<file path="config.mk">
export PLATFORM = sky130hd
export DESIGN_NAME = parallel_io_port
export DESIGN_NICKNAME = d
export VERILOG_FILES = /design/src/include/parallel_io_pkg.sv /design/src/include/pad_group_if.sv /design/src/hw/parallel_io_port.sv /design/src/hw/pin_sync.sv /design/src/hw/pad_mux.sv
export VERILOG_INCLUDE_DIRS = /design/src /design/src/include
export SDC_FILE = /design/constraint.sdc
export NUM_CORES = 1
export LEC_CHECK = 0
export ABC_AREA = 1
export BUFFER_PORTS_ARGS = -buffer_cell sky130_fd_sc_hd__buf_2
export CAP_MARGIN = 10
export CORE_MARGIN = 2
export CORE_UTILIZATION = 49
export DETAILED_ROUTE_END_ITERATION = 16
export GPL_TIMING_DRIVEN = 0
export PLACE_DENSITY = 0.79
export REMOVE_ABC_BUFFERS = 1
export SYNTH_ARGS = -nofsm -noshare
export SYNTH_HDL_FRONTEND = slang
export SYNTH_SLANG_ARGS = --single-unit
</file>
<file path="constraint.sdc">
create_clock -name i_clock -period 1.84 [get_ports i_clock]
set_clock_uncertainty 0.2 [all_clocks]
set_input_delay 0.184 -clock i_clock [delete_from_list [all_inputs] [get_ports i_clock]]
set_output_delay 0.184 -clock i_clock [all_outputs]
set_load 0.005 [all_outputs]
</file>
<file path="src/include/parallel_io_map.svh">
// Purpose: register indices, reset values and bit masks of the parallel io port
// Assumes: register byte address is four times the index
// Notes: definitions only
`ifndef PARALLEL_IO_MAP_SVH
`define PARALLEL_IO_MAP_SVH

`define ADDR_W 12
`define DATA_W 16
`define IDX_W 10

`define IDX_DIR_A 10'h2C0
`define IDX_PIN_A 10'h2C2
`define IDX_LAT_A 10'h2C4
`define IDX_DIR_B 10'h2C6
`define IDX_PIN_B 10'h2C8
`define IDX_LAT_B 10'h2CB
`define IDX_ANALOG_B 10'h2F0

`define IMPL_MASK_A 16'hF6C0
`define IMPL_MASK_B 16'hFFFF
`define DIR_A_RESET 16'hF6C0
`define DIR_B_RESET 16'hFFFF
`define LAT_RESET 16'h0000
`define ANALOG_RESET 16'h0000
`define DEDICATED_NONE 16'h0000

`endif

</file>
<file path="src/include/parallel_io_pkg.sv">
// Purpose: types shared by the parallel io port modules
// Assumes: nothing
// Notes: constants live in parallel_io_map.svh
package parallel_io_pkg;
    typedef enum logic [2:0] {
        SEL_NONE,
        SEL_DIR_A,
        SEL_PIN_A,
        SEL_LAT_A,
        SEL_DIR_B,
        SEL_PIN_B,
        SEL_LAT_B,
        SEL_ANALOG_B
    } reg_sel_t;
endpackage

</file>
<file path="src/include/pad_group_if.sv">
// Purpose: carrier between the register logic and one group's pad multiplexer
// Assumes: one clock
// Notes: none
`timescale 1ns/1ns
`default_nettype none
interface pad_group_if #(parameter int W = 16);
    logic [W-1:0] latch;
    logic [W-1:0] dir;
    logic [W-1:0] owned;
    logic [W-1:0] impl;
    logic [W-1:0] periph_out;
    logic [W-1:0] pad_out;
    logic [W-1:0] pad_oe;
    modport ctrl (output latch, output dir, output owned, output impl, output periph_out,
                  input pad_out, input pad_oe);
    modport mux (input latch, input dir, input owned, input impl, input periph_out,
                 output pad_out, output pad_oe);
endinterface
`default_nettype wire

</file>
<file path="src/hw/parallel_io_port.sv">
// What this block does
// - while an enabled peripheral actively drives a shared pin the port driver is off but the pin stays readable.
// - an enabled peripheral that is not driving a pin leaves that pin to the port latch and direction.
// - a direction bit of one makes the pin an input with driver off, zero makes it an output.
// - after reset every implemented direction bit is set so all pins are inputs.
// - writing the latch register updates the latch and reading it returns the latch, not the pins.
// - reading the pin level register returns the pins and writing it writes the latch.
// - bits absent on this variant are disabled and their latch, direction and pin level read zero.
// - pins shared only with input functions are plain port pins with no output multiplexing.
// - each shared pin has a data and an enable multiplexer that give the peripheral priority.
// - pins configured as analog inputs read zero in the pin level register.
// - unimplemented bits ignore writes and read zero.
//
// Purpose: two sixteen-bit port groups behind an Avalon-MM slave
// Assumes: single clock, synchronous active-low reset, 32-bit bus with byte enables
// Notes: each access answers with waitrequest low in the second cycle
//
// Our own choice: the Avalon-MM interface to the registers.
`timescale 1ns/1ns
`default_nettype none
`include "parallel_io_map.svh"
module parallel_io_port
    import parallel_io_pkg::*;
#(
    parameter logic [15:0] IMPL_A = `IMPL_MASK_A,
    parameter logic [15:0] IMPL_B = `IMPL_MASK_B,
    parameter logic [15:0] DEDICATED_A = `DEDICATED_NONE,
    parameter logic [15:0] DEDICATED_B = `DEDICATED_NONE
)
(
    // clock and reset
    input wire logic i_clock,
    input wire logic i_reset_n,
    // avalon-mm slave
    input wire logic [`ADDR_W-1:0] i_avs_address,
    input wire logic i_avs_read,
    input wire logic i_avs_write,
    input wire logic [31:0] i_avs_writedata,
    input wire logic [3:0] i_avs_byteenable,
    output logic [31:0] o_avs_readdata,
    output logic o_avs_waitrequest,
    // peripheral side, group a
    input wire logic [15:0] i_periph_enable_a,
    input wire logic [15:0] i_periph_drive_a,
    input wire logic [15:0] i_periph_out_a,
    // peripheral side, group b
    input wire logic [15:0] i_periph_enable_b,
    input wire logic [15:0] i_periph_drive_b,
    input wire logic [15:0] i_periph_out_b,
    // pads, group a
    input wire logic [15:0] i_pad_in_a,
    output logic [15:0] o_pad_out_a,
    output logic [15:0] o_pad_oe_a,
    // pads, group b
    input wire logic [15:0] i_pad_in_b,
    output logic [15:0] o_pad_out_b,
    output logic [15:0] o_pad_oe_b,
    // synchronised pin levels for on-chip input functions
    output logic [15:0] o_pin_level_a,
    output logic [15:0] o_pin_level_b
);

    ////////////////////////////////////////////////////////////////////////////////
    // decoding

    function automatic logic idx_hit(input logic [`ADDR_W-1:0] addr,
                                     input logic [`IDX_W-1:0] idx);
        idx_hit = (addr == {idx, 2'b00});
    endfunction

    function automatic reg_sel_t decode(input logic [`ADDR_W-1:0] addr);
        reg_sel_t sel;
        sel = SEL_NONE;
        if (idx_hit(addr, `IDX_DIR_A))
            sel = SEL_DIR_A;
        else if (idx_hit(addr, `IDX_PIN_A))
            sel = SEL_PIN_A;
        else if (idx_hit(addr, `IDX_LAT_A))
            sel = SEL_LAT_A;
        else if (idx_hit(addr, `IDX_DIR_B))
            sel = SEL_DIR_B;
        else if (idx_hit(addr, `IDX_PIN_B))
            sel = SEL_PIN_B;
        else if (idx_hit(addr, `IDX_LAT_B))
            sel = SEL_LAT_B;
        else if (idx_hit(addr, `IDX_ANALOG_B))
            sel = SEL_ANALOG_B;
        decode = sel;
    endfunction

    // byte-lane merge restricted to implemented bits
    function automatic logic [15:0] merge(input logic [15:0] old_val,
                                          input logic [15:0] new_val,
                                          input logic [1:0] be,
                                          input logic [15:0] impl);
        logic [15:0] lane;
        lane = {{8{be[1]}}, {8{be[0]}}} & impl;
        merge = (old_val & ~lane) | (new_val & lane);
    endfunction

    ////////////////////////////////////////////////////////////////////////////////
    // state

    logic [15:0] dir_group_a_reg;
    logic [15:0] dir_group_b_reg;
    logic [15:0] out_latch_group_a_reg;
    logic [15:0] out_latch_group_b_reg;
    logic [15:0] analog_pin_config_reg;
    logic [15:0] level_a;
    logic [15:0] level_b;
    logic [15:0] pin_view_a;
    logic [15:0] pin_view_b;
    logic [15:0] owned_a;
    logic [15:0] owned_b;
    logic [15:0] rdata_next;
    logic req;
    logic accept;
    logic do_write;
    reg_sel_t sel;

    assign req = i_avs_read | i_avs_write;
    // the request is taken in the cycle waitrequest is low
    assign accept = req & ~o_avs_waitrequest;
    assign do_write = accept & i_avs_write;
    assign sel = decode(i_avs_address);

    ////////////////////////////////////////////////////////////////////////////////
    // bus handshake: one wait cycle gives the read mux a full period

    always_ff @(posedge i_clock)
    begin
        if (!i_reset_n)
            o_avs_waitrequest <= 1'b1;
        else
            o_avs_waitrequest <= ~(req & o_avs_waitrequest);
    end

    ////////////////////////////////////////////////////////////////////////////////
    // direction registers

    always_ff @(posedge i_clock)
    begin
        if (!i_reset_n)
        begin
            dir_group_a_reg <= `DIR_A_RESET & IMPL_A;
            dir_group_b_reg <= `DIR_B_RESET & IMPL_B;
        end
        else if (do_write)
        begin
            if (sel == SEL_DIR_A)
                dir_group_a_reg <= merge(dir_group_a_reg, i_avs_writedata[15:0],
                                         i_avs_byteenable[1:0], IMPL_A);
            if (sel == SEL_DIR_B)
                dir_group_b_reg <= merge(dir_group_b_reg, i_avs_writedata[15:0],
                                         i_avs_byteenable[1:0], IMPL_B);
        end
    end

    ////////////////////////////////////////////////////////////////////////////////
    // output latches: pin level writes land here too

    always_ff @(posedge i_clock)
    begin
        if (!i_reset_n)
        begin
            out_latch_group_a_reg <= `LAT_RESET;
            out_latch_group_b_reg <= `LAT_RESET;
        end
        else if (do_write)
        begin
            if (sel == SEL_LAT_A || sel == SEL_PIN_A)
                out_latch_group_a_reg <= merge(out_latch_group_a_reg, i_avs_writedata[15:0],
                                               i_avs_byteenable[1:0], IMPL_A);
            if (sel == SEL_LAT_B || sel == SEL_PIN_B)
                out_latch_group_b_reg <= merge(out_latch_group_b_reg, i_avs_writedata[15:0],
                                               i_avs_byteenable[1:0], IMPL_B);
        end
    end

    ////////////////////////////////////////////////////////////////////////////////
    // analog configuration of group b

    always_ff @(posedge i_clock)
    begin
        if (!i_reset_n)
            analog_pin_config_reg <= `ANALOG_RESET;
        else if (do_write && sel == SEL_ANALOG_B)
            analog_pin_config_reg <= merge(analog_pin_config_reg, i_avs_writedata[15:0],
                                           i_avs_byteenable[1:0], IMPL_B);
    end

    ////////////////////////////////////////////////////////////////////////////////
    // pad inputs

    pin_sync #(.W(16)) u_sync_a
    (
        .i_clock(i_clock),
        .i_reset_n(i_reset_n),
        .i_pad(i_pad_in_a),
        .o_level(level_a)
    );

    pin_sync #(.W(16)) u_sync_b
    (
        .i_clock(i_clock),
        .i_reset_n(i_reset_n),
        .i_pad(i_pad_in_b),
        .o_level(level_b)
    );

    // analog pins read low; the converter still sees the raw pad
    assign pin_view_a = level_a & IMPL_A;
    assign pin_view_b = level_b & IMPL_B & ~analog_pin_config_reg;

    always_ff @(posedge i_clock)
    begin
        if (!i_reset_n)
        begin
            o_pin_level_a <= '0;
            o_pin_level_b <= '0;
        end
        else
        begin
            o_pin_level_a <= pin_view_a;
            o_pin_level_b <= pin_view_b;
        end
    end

    ////////////////////////////////////////////////////////////////////////////////
    // read path

    always_comb
    begin
        rdata_next = 16'h0000;
        unique case (sel)
            SEL_DIR_A: rdata_next = dir_group_a_reg;
            SEL_PIN_A: rdata_next = pin_view_a;
            SEL_LAT_A: rdata_next = out_latch_group_a_reg;
            SEL_DIR_B: rdata_next = dir_group_b_reg;
            SEL_PIN_B: rdata_next = pin_view_b;
            SEL_LAT_B: rdata_next = out_latch_group_b_reg;
            SEL_ANALOG_B: rdata_next = analog_pin_config_reg;
            SEL_NONE: rdata_next = 16'h0000;
        endcase
    end

    always_ff @(posedge i_clock)
    begin
        if (!i_reset_n)
            o_avs_readdata <= 32'h0000_0000;
        else if (i_avs_read && o_avs_waitrequest)
            o_avs_readdata <= {16'h0000, rdata_next};
    end

    ////////////////////////////////////////////////////////////////////////////////
    // pad ownership and output multiplexers

    // input-only sharers never take the pad
    assign owned_a = i_periph_enable_a & i_periph_drive_a & ~DEDICATED_A & IMPL_A;
    assign owned_b = i_periph_enable_b & i_periph_drive_b & ~DEDICATED_B & IMPL_B;

    pad_group_if #(.W(16)) grp_a ();
    pad_group_if #(.W(16)) grp_b ();

    assign grp_a.latch = out_latch_group_a_reg;
    assign grp_a.dir = dir_group_a_reg;
    assign grp_a.owned = owned_a;
    assign grp_a.impl = IMPL_A;
    assign grp_a.periph_out = i_periph_out_a;
    assign grp_b.latch = out_latch_group_b_reg;
    assign grp_b.dir = dir_group_b_reg;
    assign grp_b.owned = owned_b;
    assign grp_b.impl = IMPL_B;
    assign grp_b.periph_out = i_periph_out_b;

    pad_mux #(.W(16)) u_mux_a
    (
        .i_clock(i_clock),
        .i_reset_n(i_reset_n),
        .grp(grp_a)
    );

    pad_mux #(.W(16)) u_mux_b
    (
        .i_clock(i_clock),
        .i_reset_n(i_reset_n),
        .grp(grp_b)
    );

    assign o_pad_out_a = grp_a.pad_out;
    assign o_pad_oe_a = grp_a.pad_oe;
    assign o_pad_out_b = grp_b.pad_out;
    assign o_pad_oe_b = grp_b.pad_oe;

endmodule
`default_nettype wire

</file>
<file path="src/hw/pin_sync.sv">
// Purpose: two-flop synchroniser for a group of pad inputs
// Assumes: pads are asynchronous to i_clock
// Notes: first stage feeds only the second
`timescale 1ns/1ns
`default_nettype none
module pin_sync #(parameter int W = 16)
(
    // clock and reset
    input wire logic i_clock,
    input wire logic i_reset_n,
    // pads
    input wire logic [W-1:0] i_pad,
    // synchronised level
    output logic [W-1:0] o_level
);
    logic [W-1:0] stage1_reg;

    always_ff @(posedge i_clock)
    begin
        if (!i_reset_n)
        begin
            stage1_reg <= '0;
            o_level <= '0;
        end
        else
        begin
            stage1_reg <= i_pad;
            o_level <= stage1_reg;
        end
    end
endmodule
`default_nettype wire

</file>
<file path="src/hw/pad_mux.sv">
// Purpose: per-pin output data and enable selection between peripheral and port
// Assumes: owned already folds in peripheral enable, active drive and dedicated pins
// Notes: outputs are registered, one cycle behind their causes
`timescale 1ns/1ns
`default_nettype none
module pad_mux #(parameter int W = 16)
(
    // clock and reset
    input wire logic i_clock,
    input wire logic i_reset_n,
    // group signals
    pad_group_if.mux grp
);
    genvar i;
    generate
        for (i = 0; i < W; i++)
        begin : g_pin
            always_ff @(posedge i_clock)
            begin
                if (!i_reset_n)
                begin
                    grp.pad_out[i] <= 1'b0;
                    grp.pad_oe[i] <= 1'b0;
                end
                else if (!grp.impl[i])
                begin
                    // absent pins never drive
                    grp.pad_out[i] <= 1'b0;
                    grp.pad_oe[i] <= 1'b0;
                end
                else if (grp.owned[i])
                begin
                    // peripheral wins both multiplexers
                    grp.pad_out[i] <= grp.periph_out[i];
                    grp.pad_oe[i] <= 1'b1;
                end
                else
                begin
                    grp.pad_out[i] <= grp.latch[i];
                    grp.pad_oe[i] <= ~grp.dir[i];
                end
            end
        end
    endgenerate
endmodule
`default_nettype wire

</file>
=== Yosys cells after proc, flatten, opt, wreduce, memory -nomap -nowiden ===
Index checks and enable logic that the tools add are counted.
W data, S select, Z words.

* Equal/unequal tests: 14
* Mux-type cells: 56
* Bitwise operators: 48
* Reduce and logical (&&, ||, !) cells: 9

{| class="wikitable"
|+ Operators by type and width
! kind !! number
|-
| $and A16 B16 Y16 || 10
|-
| $pmux W16 S8 || 1
|-
| $eq A12 B12 Y1 const B || 7
|-
| $or A16 B16 Y16 || 5
|-
| $mux W1 || 48
|-
| $not A16 Y16 || 3
|-
| $not A1 Y1 || 26
|-
| $mux W3 || 7
|-
| $eq A3 B3 Y1 const B || 4
|-
| $reduce_and A2 Y1 || 4
|-
| $eq A3 B2 Y1 const B || 2
|-
| $and A1 B1 Y1 || 3
|-
| $eq A3 B1 Y1 const B || 1
|-
| $logic_not A3 Y1 || 1
|-
| $logic_and A1 B1 Y1 || 2
|-
| $logic_or A1 B1 Y1 || 2
|-
| $or A1 B1 Y1 || 1
|}

* Flip-flop bits (word level): 241
* Input bits: 180
* Output and inout bits: 129
* Word-level logic and storage cells: 189

=== Logic depth before layout (Yosys ltp) ===
Gate-level depths: netlist (run 1).

* Depth after elaboration: 11
* Gate-level depth with buffers: 11
* Depth with buffers taken out: 10

=== Cells and area by module ===
From an unflattened synthesis (run 1), not the netlist that was laid out.

* Cells, all modules: 1291
* Area total of the unflattened synthesis: 9731.8 um2

{| class="wikitable"
|+ By module, submodules not included
! module !! times used !! cells an instance !! area an instance (um2) !! sequential area each (um2)
|-
| parallel_io_port || 1 || 737 || 5162.5 || 2102.0
|-
| pad_mux || 2 || 178 || 1370.1 || 640.6
|-
| pin_sync || 2 || 99 || 914.6 || 640.6
|}

=== Least setup slack after synthesis (run 1) ===
OpenSTA, ideal clock, no wires.

* Path type: reg-to-reg
* Start point: reg o_avs_waitrequest
* End point: reg with a tool-made name
* Setup time: 0.141 ns
* Arrival time: 1.250 ns
* Required time: 1.499 ns
* Path slack: 0.249 ns
* Stages on the path, launching flop included: 6
* Buffers on the path: 1
* Clock period less this slack: 1.591 ns
* Cells stage by stage: dfxtp_1 > nor2_2 > buf_2 > nand3_2 > nand2_1 > o211ai_1

{| class="wikitable"
|+ RTL lines
! item !! RTL line !! RTL
|-
| from (decl) || parallel_io_port.sv:41 || <nowiki>output logic o_avs_waitrequest,</nowiki>
|-
| from (signal assigned) || parallel_io_port.sv:135 || <nowiki>o_avs_waitrequest <= ~(req & o_avs_waitrequest);</nowiki>
|}

==> flow_metrics.py, run 1 <==
metrics = {
    "setup_path": {
        "crit_type": "primary input to flip-flop",
        "critPathMaxFanout": 12,
        "reg2reg_depth": 7,
        "rr_startpoint": "o_avs_waitrequest",
        "r2r-end": "o_avs_readdata[14]",
        "startpoint_type": "primary input",
        "arrival_ps": 1950,
        "cp-startpoint": "i_avs_address[9]",
        "rrSetupSlack_ps": 120,
        "cp.required_ps": 2010,
        "end_kind": "flip-flop",
    },
    "logic_synthesis": {
        "synth_cells": 990,
        "syn_area_per_cell_sq_um": 7.993,
        "yosysWarnings": 0,
        "synth_xor_xnor_area_share_pct": 0,
        "synth-seq-cells": 201,
        "yosys.area_share.adder_pct": 0,
        "synth.cell_area_sq_um": 7913,
        "synth_cell_types": 31,
        "ys_seq_area_share_pct": 50.85,
        "synthMuxAreaShare_pct": 0,
        "synthSimpleGateAreaFrac_pct": 24.43,
        "synth_top_family_by_area": "simple AND/OR/NAND/NOR gates",
        "synth_compound_area_share_pct": 11.92,
    },
    "cells_and_area": {
        "utilization_pct": 70.86,
        "nets": 1527,
        "final_cell_mix": "221 x nand2_1, 217 x buf_2, 201 x dfxtp_1",
        "fin_cells": 1574,
        "design_area_sq_um": 11220,
        "fillers": 1176,
        "regArea_sq_um": 4024,
        "mostFrequentLayoutCell": "nand2_1",
        "final_layout_size_suffix_gt1_share_pct": 22.53,
        "areaGrowthSynthToFinish_pct": 41.75,
        "multi_input_area_sq_um": 3097,
        "diodes": 0,
    },
    "drt": {
        "via_count": 8217,
        "drt_iter0_markers": 804,
        "drtPass1Iterations": 5,
        "wirelength_um": 26470,
        "routedWlPerCell_um": 16.82,
        "ant_nets": 0,
        "vias_per_cell": 5.220,
        "drt_drc_violations_left": 0,
    },
    "timing": {
        "hold_viol_final": 21,
        "fin_crit_sh_pct": 96.90,
        "fin_crit_ps": 1783,
        "whs_ps": -30.64,
        "relSlewSlack_pct": 37.14,
        "fmax_ghz": 0.5609,
        "tightest_slew_ps": 942.9,
        "finalSetupViolCount": 0,
        "drv_slew": 0,
        "fin_setup_tns_ps": 0,
        "grt_setup_unrepaired": "no",
    },
    "clock_tree": {
        "clock-sinks": 201,
        "clockRootBuffer": "clkbuf_16",
        "cts_tree": "done",
        "clkLatencyLatePin_ps": 490,
        "cts_buffers": 21,
        "clk_pin_slew_worst_paths_ps": 60,
        "htreeDepth": 1,
        "clk_path_buf_depth": 3,
    },
    "placement": {
        "finalWeightedCongestion": 0.8948,
        "placed_area_sq_um": 8944,
        "dp.cells": 1378,
        "dp_hpwl_um": 14440,
        "portBuffers": 218,
    },
    "floorplanning": {
        "fp.coreArea_sq_um": 15830,
        "start_util_pct": 49.99,
        "rows": 46,
        "die_area_sq_um": 17180,
        "die_x_um": 131.1,
        "die_h_um": 131.1,
        "ios": 309,
    },
    "global_route": {
        "grt_antenna_before_repair": 0,
        "grt_max_degree": 89,
        "grt_first_pass_wirelength_um": 39360,
        "grt_usage_pct": 29.43,
        "grt_pass1_vias": 7789,
        "grt_overflow": 0,
    },
    "pwr": {
        "p_per_area_nw_per_um2": 833.9,
        "leakage_uw": 0.005442,
        "peakVddDrop_uv": 720.2,
    },
    "outcome": {
        "status": "finished, violations left",
        "violations": "negative hold slack",
    },
    "job": {
        "cap_violations": 0,
    },
    "hold_path": {
        "hold_class": "primary input to flip-flop",
    },
}
-- power by group --
part | leakage (uW) | total, uW | switching, uW | internal [uW]
registers | 0.00164 | 4490 | 33.0 | 4460
clock network | 0.000309 | 3960 | 1670 | 2290
logic | 0.00349 | 901 | 464 | 437
total | 0.00544 | 9350 | 2170 | 7190
-- Yosys cell counts, drive strengths merged --
cell	n	share of area, %
nor3	2	0.19
o21ai	40	2.5
clkbuf	23	1.1
and3	1	0.079
o211ai	17	2.0
nand4	56	4.4
a21oi	90	5.9
dfxtp	201	51
a211oi	16	1.5
conb	1	0.047
inv	119	5.6
nand2	227	11
nor2	71	4.0
buf	65	6.0
nand3b	8	0.76
nand3	53	4.0
-- metrics by stage --
stage	setup slack (ps)	total power [uW]
floorplan	-828.4	4808
global placement	-2095	5132
detailed placement	-713.8	5161
CTS	6.504	9325
global route	15.43	9670
finish	57.00	9353
-- routing by layer --
metal	wire, um	up-vias	track usage [%]	share of wire [%]
li1	-	3857	-	-
met2	12690	519	49.92	48
met4	928	0	12.14	3.5
met5	0	-	0	0
met1	10230	3741	36.95	39
met3	2629	100	5.479	9.9
-- cells by family (layout without fill, tap and decap cells) --
group,Yosys count,in the layout
buffers and inverters,207,533
AND/OR/NAND/NOR,418,421
other,1,40
AO/OA/AOI/OAI,163,163
flip-flops,201,201
-- critical path, stage by stage --
cell      delay, ps
buf_2            70
nand2_1         200
inv_1           130
nand2_2         160
nor3_1          520
nand3_2         410
nand2_1         160
o211ai_1         90
-- worst min-delay path by stage --
| stage | start | endpoint | slack (ps) | cells after the start |
|---|---|---|---|---|
| CTS | i_reset_n | flip-flop | 80 | 3 |
| global route | i_reset_n | u_sync_b.stage1_reg[13] | 5 | 3 |
| finish | i_reset_n | u_sync_a.o_level[6] | -30 | 3 |
| floorplan | i_reset_n | flip-flop | 60 | 1 |
| global placement | i_pad_in_a[15] | u_sync_a.stage1_reg[15] | 160 | 3 |
| detailed placement | i_pad_in_b[8] | u_sync_b.stage1_reg[8] | 170 | 3 |
-- what timing repair did --
item / in CTS / in global routing
resized for setup: 4 / 7
endpoints found under the setup margin: 78 / 52
gates cloned: 2 / 1
hold endpoints to repair: 150 / 0
buffers inserted: 4 / 10
hold buffers: 146 / 0
pin swaps: 3 / 4
-- area by class of cell --
cell class                 count  area share (%)
inverter                     119           4.038
sequential                   201           35.88
multi-input combinational    624           27.61
clock inverter                 3          0.1896
timing repair buffer         380           24.41
clock buffer                  31           5.466
tap                          216           2.410
No activity file was read; power rests on OpenSTA's default activity.
==> inputs of run 2 (changes only) <==
--- a/config.mk
+++ b/config.mk
@@ -10,11 +10,12 @@
 export BUFFER_PORTS_ARGS = -buffer_cell sky130_fd_sc_hd__buf_2
 export CAP_MARGIN = 10
 export CORE_MARGIN = 2
-export CORE_UTILIZATION = 49
+export CORE_UTILIZATION = 50
 export DETAILED_ROUTE_END_ITERATION = 16
 export GPL_TIMING_DRIVEN = 0
-export PLACE_DENSITY = 0.79
+export PLACE_DENSITY = 0.78
 export REMOVE_ABC_BUFFERS = 1
 export SYNTH_ARGS = -nofsm -noshare
 export SYNTH_HDL_FRONTEND = slang
+export SYNTH_HIERARCHICAL = 1
 export SYNTH_SLANG_ARGS = --single-unit
==> flow_metrics.py, run 2 <==
metrics = {
    "clock_tree": {
        "cts_buffers": 23,
        "clkLatencyLatePin_ps": 510,
        "clock-sinks": 217,
        "cts_tree": "done",
        "clk_path_buf_depth": 3,
        "clk_pin_slew_worst_paths_ps": 70,
        "htreeDepth": 1,
        "clockRootBuffer": "clkbuf_16",
    },
    "timing": {
        "grt_setup_unrepaired": "yes",
        "hold_viol_final": 0,
        "fin_crit_ps": 1741,
        "fin_crit_sh_pct": 94.61,
        "fin_setup_tns_ps": 0,
        "drv_slew": 0,
        "finalSetupViolCount": 0,
        "fmax_ghz": 0.5744,
        "relSlewSlack_pct": 43.76,
        "tightest_slew_ps": 842.8,
    },
    "floorplanning": {
        "die_area_sq_um": 19690,
        "die_x_um": 140.3,
        "die_h_um": 140.3,
        "start_util_pct": 51.37,
        "fp.coreArea_sq_um": 18090,
        "rows": 49,
        "ios": 309,
    },
    "cells_and_area": {
        "fin_cells": 1941,
        "final_layout_size_suffix_gt1_share_pct": 23.68,
        "design_area_sq_um": 13140,
        "areaGrowthSynthToFinish_pct": 41.46,
        "final_cell_mix": "320 x nand2_1, 254 x inv_1, 241 x buf_2",
        "nets": 1874,
        "mostFrequentLayoutCell": "nand2_1",
    },
    "setup_path": {
        "cp.required_ps": 2040,
        "end_kind": "flip-flop",
        "critPathMaxFanout": 2,
        "crit_type": "primary input to flip-flop",
        "startpoint_type": "primary input",
        "arrival_ps": 1940,
    },
    "logic_synthesis": {
        "syn_area_per_cell_sq_um": 7.475,
        "synth_cells": 1243,
        "synth.cell_area_sq_um": 9291,
        "yosysWarnings": 6,
    },
    "global_route": {
        "grt_first_pass_wirelength_um": 44970,
        "grt_max_degree": 80,
        "grt_overflow": 0,
        "grt_usage_pct": 28.12,
        "grt_antenna_before_repair": 2,
        "grt_pass1_vias": 9349,
    },
    "pwr": {
        "peakVddDrop_uv": 508.4,
        "leakage_uw": 0.007037,
        "p_per_area_nw_per_um2": 824.6,
    },
    "hold_path": {
        "hold_class": "primary input to flip-flop",
    },
    "drt": {
        "ant_nets": 0,
        "wirelength_um": 28680,
        "drtPass1Iterations": 5,
        "drt_drc_violations_left": 0,
        "drt_iter0_markers": 740,
        "via_count": 9308,
        "vias_per_cell": 4.795,
        "routedWlPerCell_um": 14.77,
    },
    "placement": {
        "placed_area_sq_um": 10650,
        "finalWeightedCongestion": 0.8237,
        "dp.cells": 1734,
        "dp_hpwl_um": 15670,
        "portBuffers": 242,
    },
    "outcome": {
        "status": "finished, final reports clean",
    },
    "job": {
        "cap_violations": 0,
    },
}
==> run 2: changes by cell type in the layout (fill, tap and decap cells not counted), sizes merged, moves of 4 or more <==
| cell | before | now |
|---|---|---|
| inv | 119 | 257 |
| nand2 | 227 | 351 |
| conb | 40 | 89 |
| nor2 | 74 | 107 |
| buf | 235 | 263 |
| nand4 | 56 | 36 |
| o21ai | 40 | 60 |
| a211oi | 16 | 0 |
| dfxtp | 201 | 217 |
| nand3 | 53 | 40 |
| a21oi | 90 | 81 |
| nand3b | 8 | 0 |
| nor3 | 2 | 6 |
==> run 2: power breakdown <==
part / switching (uW) / internal (uW)
logic: 572 / 494
registers: 33.5 / 4810
clock network: 1900 / 3030
==> run 2: final cells by class <==
| class | instances | area [sq um] |
|---|---|---|
| Sequential cell | 217 | 4344 |
| Fill cell | 1270 | 4942 |
| Tap cell | 229 | 286.5 |
| Inverter | 258 | 972.2 |
| Clock inverter | 7 | 110.1 |
| Antenna cell | 2 | 5.005 |
| Timing Repair Buffer | 405 | 2874 |
| Multi-Input combinational cell | 789 | 3855 |
| Clock buffer | 34 | 696.9 |
==> run 2: final timing paths <==
kind,startpoint,end,slack [ps],depth (start not counted)
setup / recovery,i_periph_drive_b[13],u_mux_b/grp.pad_out[13],100,9
hold / removal,i_reset_n,u_sync_b/o_level[2],0.3,3
setup reg to reg,o_avs_waitrequest,o_avs_readdata[1],120,4
hold reg to reg,u_sync_b/stage1_reg[11],u_sync_b/o_level[11],210,2
==> run 2: routing by layer <==
metal / share of wire [%] / vias to the layer above / track usage [%]
li1: - / 4565 / -
met1: 39 / 4173 / 32.28
met2: 50 / 485 / 50.62
met3: 8.5 / 85 / 5.641
met4: 3.5 / 0 / 12.44
met5: 0 / - / 0
==> run 2: through the flow <==
stage	total power, uW	worst slack (ps)	utilization, %	hold WS, ps
after floorplan	5315	-280.1	-	59.54
after global placement	5673	-3215	58.66	169.0
after detailed placement	5682	-949.3	58.88	169.3
after CTS	10790	25.37	71.89	1.623
after global routing	11180	-26.63	72.67	28.99
final	10840	99.20	72.67	0.3173
==> run 2: what timing repair did <==
action	in CTS	in global routing
cloned	2	0
buffers inserted	10	9
endpoints found under the hold margin	143	0
resized for setup	6	3
hold buffers	142	0
endpoints found under the setup margin	75	33
pin swaps	5	2
==> run 2: critical path: stages <==
cell and delay, ps:
dlygate4sd3_1 530, buf_2 130, nand2_1 70, inv_1 60, dlygate4sd3_1 570, inv_1 110, nand2_1 100, nand2_1 130
nor2_2 60
==> inputs of run 3 (changes only) <==
--- a/config.mk
+++ b/config.mk
@@ -10,10 +10,9 @@
 export BUFFER_PORTS_ARGS = -buffer_cell sky130_fd_sc_hd__buf_2
 export CAP_MARGIN = 10
 export CORE_MARGIN = 2
-export CORE_UTILIZATION = 50
+export CORE_UTILIZATION = 45
 export DETAILED_ROUTE_END_ITERATION = 16
-export GPL_TIMING_DRIVEN = 0
-export PLACE_DENSITY = 0.78
+export PLACE_DENSITY = 0.71
 export REMOVE_ABC_BUFFERS = 1
 export SYNTH_ARGS = -nofsm -noshare
 export SYNTH_HDL_FRONTEND = slang
==> flow_metrics.py, run 3 (synthesized netlist as in run 2, its figures left out) <==
metrics = {
    "cells_and_area": {
        "regArea_sq_um": 4344,
        "multi_input_area_sq_um": 3807,
        "mostFrequentLayoutCell": "nand2_1",
        "areaGrowthSynthToFinish_pct": 42.31,
        "final_cell_mix": "322 x nand2_1, 255 x inv_1, 241 x buf_2",
        "fillers": 1676,
        "fin_cells": 1998,
        "final_layout_size_suffix_gt1_share_pct": 23.88,
        "nets": 1891,
    },
    "placement": {
        "finalWeightedCongestion": 0.8355,
        "dp.cells": 1812,
        "dp_hpwl_um": 16980,
        "portBuffers": 242,
    },
    "setup_path": {
        "rr_startpoint": "o_avs_waitrequest",
        "arrival_ps": 1970,
        "startpoint_type": "primary input",
        "cp-startpoint": "i_reset_n",
        "critPathMaxFanout": 32,
        "cp.required_ps": 2100,
        "crit_type": "primary input to flip-flop",
        "end_kind": "flip-flop",
    },
    "drt": {
        "routedWlPerCell_um": 13.40,
        "drt_drc_violations_left": 0,
        "vias_per_cell": 4.527,
        "drt_iter0_markers": 494,
        "ant_nets": 0,
        "drtPass1Iterations": 7,
        "wirelength_um": 26770,
        "via_count": 9044,
    },
    "clock_tree": {
        "clk_pin_slew_worst_paths_ps": 60,
        "clk_path_buf_depth": 3,
        "clkLatencyLatePin_ps": 510,
        "cts_tree": "done",
        "clock-sinks": 217,
        "clockRootBuffer": "clkbuf_16",
        "htreeDepth": 1,
        "cts_buffers": 23,
    },
    "pwr": {
        "switching_share_pct": 23.67,
        "comb_power_share_pct": 10.3,
        "peakVddDrop_uv": 553.5,
        "internal_power_uw": 7809,
        "clkPwrFrac_pct": 42.4,
        "netSwitchingPower_uw": 2422,
        "leakage_uw": 0.007076,
        "p_per_area_nw_per_um2": 773.7,
        "power.share.sequential_pct": 47.3,
    },
    "timing": {
        "finalSetupViolCount": 0,
        "fin_crit_sh_pct": 92.56,
        "hold_viol_final": 0,
        "whs_ps": 79.33,
        "fin_crit_ps": 1703,
        "fmax_ghz": 0.5871,
        "drv_slew": 0,
        "grt_setup_unrepaired": "no",
    },
    "floorplanning": {
        "die_x_um": 147.7,
        "fp.coreArea_sq_um": 20230,
        "die_h_um": 147.7,
        "ios": 309,
        "rows": 52,
        "die_area_sq_um": 21810,
        "start_util_pct": 45.92,
    },
    "global_route": {
        "grt_overflow": 0,
        "grt_max_degree": 40,
        "grt_antenna_before_repair": 2,
        "grt_first_pass_wirelength_um": 42630,
        "grt_usage_pct": 24.04,
        "grt_pass1_vias": 9060,
    },
    "outcome": {
        "status": "finished, final reports clean",
    },
    "hold_path": {
        "hold_class": "primary input to flip-flop",
        "hp-start": "i_avs_address[4]",
    },
    "job": {
        "cap_violations": 0,
    },
}
run 3: final timing paths:
check / endpoint / slack, ps / depth (start not counted)
worst min register to register: u_sync_b/o_level[14] / 210 / 2
worst max-delay path: u_sync_b/stage1_reg[9] / 140 / 6
worst min-delay path: flip-flop / 80 / 6
worst max register to register: flip-flop / 210 / 5
run 3: critical path, stage by stage:
cell and delay [ps]:
dlygate4sd3_1 540, buf_6 300, buf_12 220, nand2_1 70, dlygate4sd3_1 570, inv_1 60
run 3: power groups by stage:
stage	Clock (uW)	Combinational (uW)	Sequential (uW)
after floorplan	0	365	4950
after global placement	0	769	4940
after detailed placement	0	784	4940
after CTS	4410	1010	4840
after global routing	4600	1170	4850
final	4340	1050	4840
run 3: through the flow:
stage	setup slack (ps)	power, uW	util (%)	TNS (ps)	cell area (sq um)
floorplan	-280.1	5315	-	-9286	9112
global placement	-41.82	5712	54.69	-452.3	11070
detailed placement	-89.46	5728	54.69	-1281	11070
CTS	120.7	10260	65.27	0	13210
global route	77.57	10620	65.34	0	13220
finish	136.8	10230	65.35	0	13220
run 3: area by class of cell:
class,count,area share (%)
diodes,3,0.05678
clock buffers,32,4.987
clock inverters,7,0.3123
inverters,258,7.324
multi-input cells,787,28.79
flip-flops and latches,217,32.85
well taps,270,2.555
repair buffers,424,23.12
run 3: repair_timing:
action                                  4_1_cts  5_1_grt
hold buffers                                144        0
endpoints found under the hold margin       142        0
endpoints found under the setup margin        0        8
resized for setup                             0        2
setup buffers                                 0        0
run 3: metal layers:
layer / GRT usage [%] / wire, um
met4: 9.856 / 866
met5: 0 / 0
met1: 28.12 / 10870
met3: 3.765 / 1780
met2: 43.77 / 13250
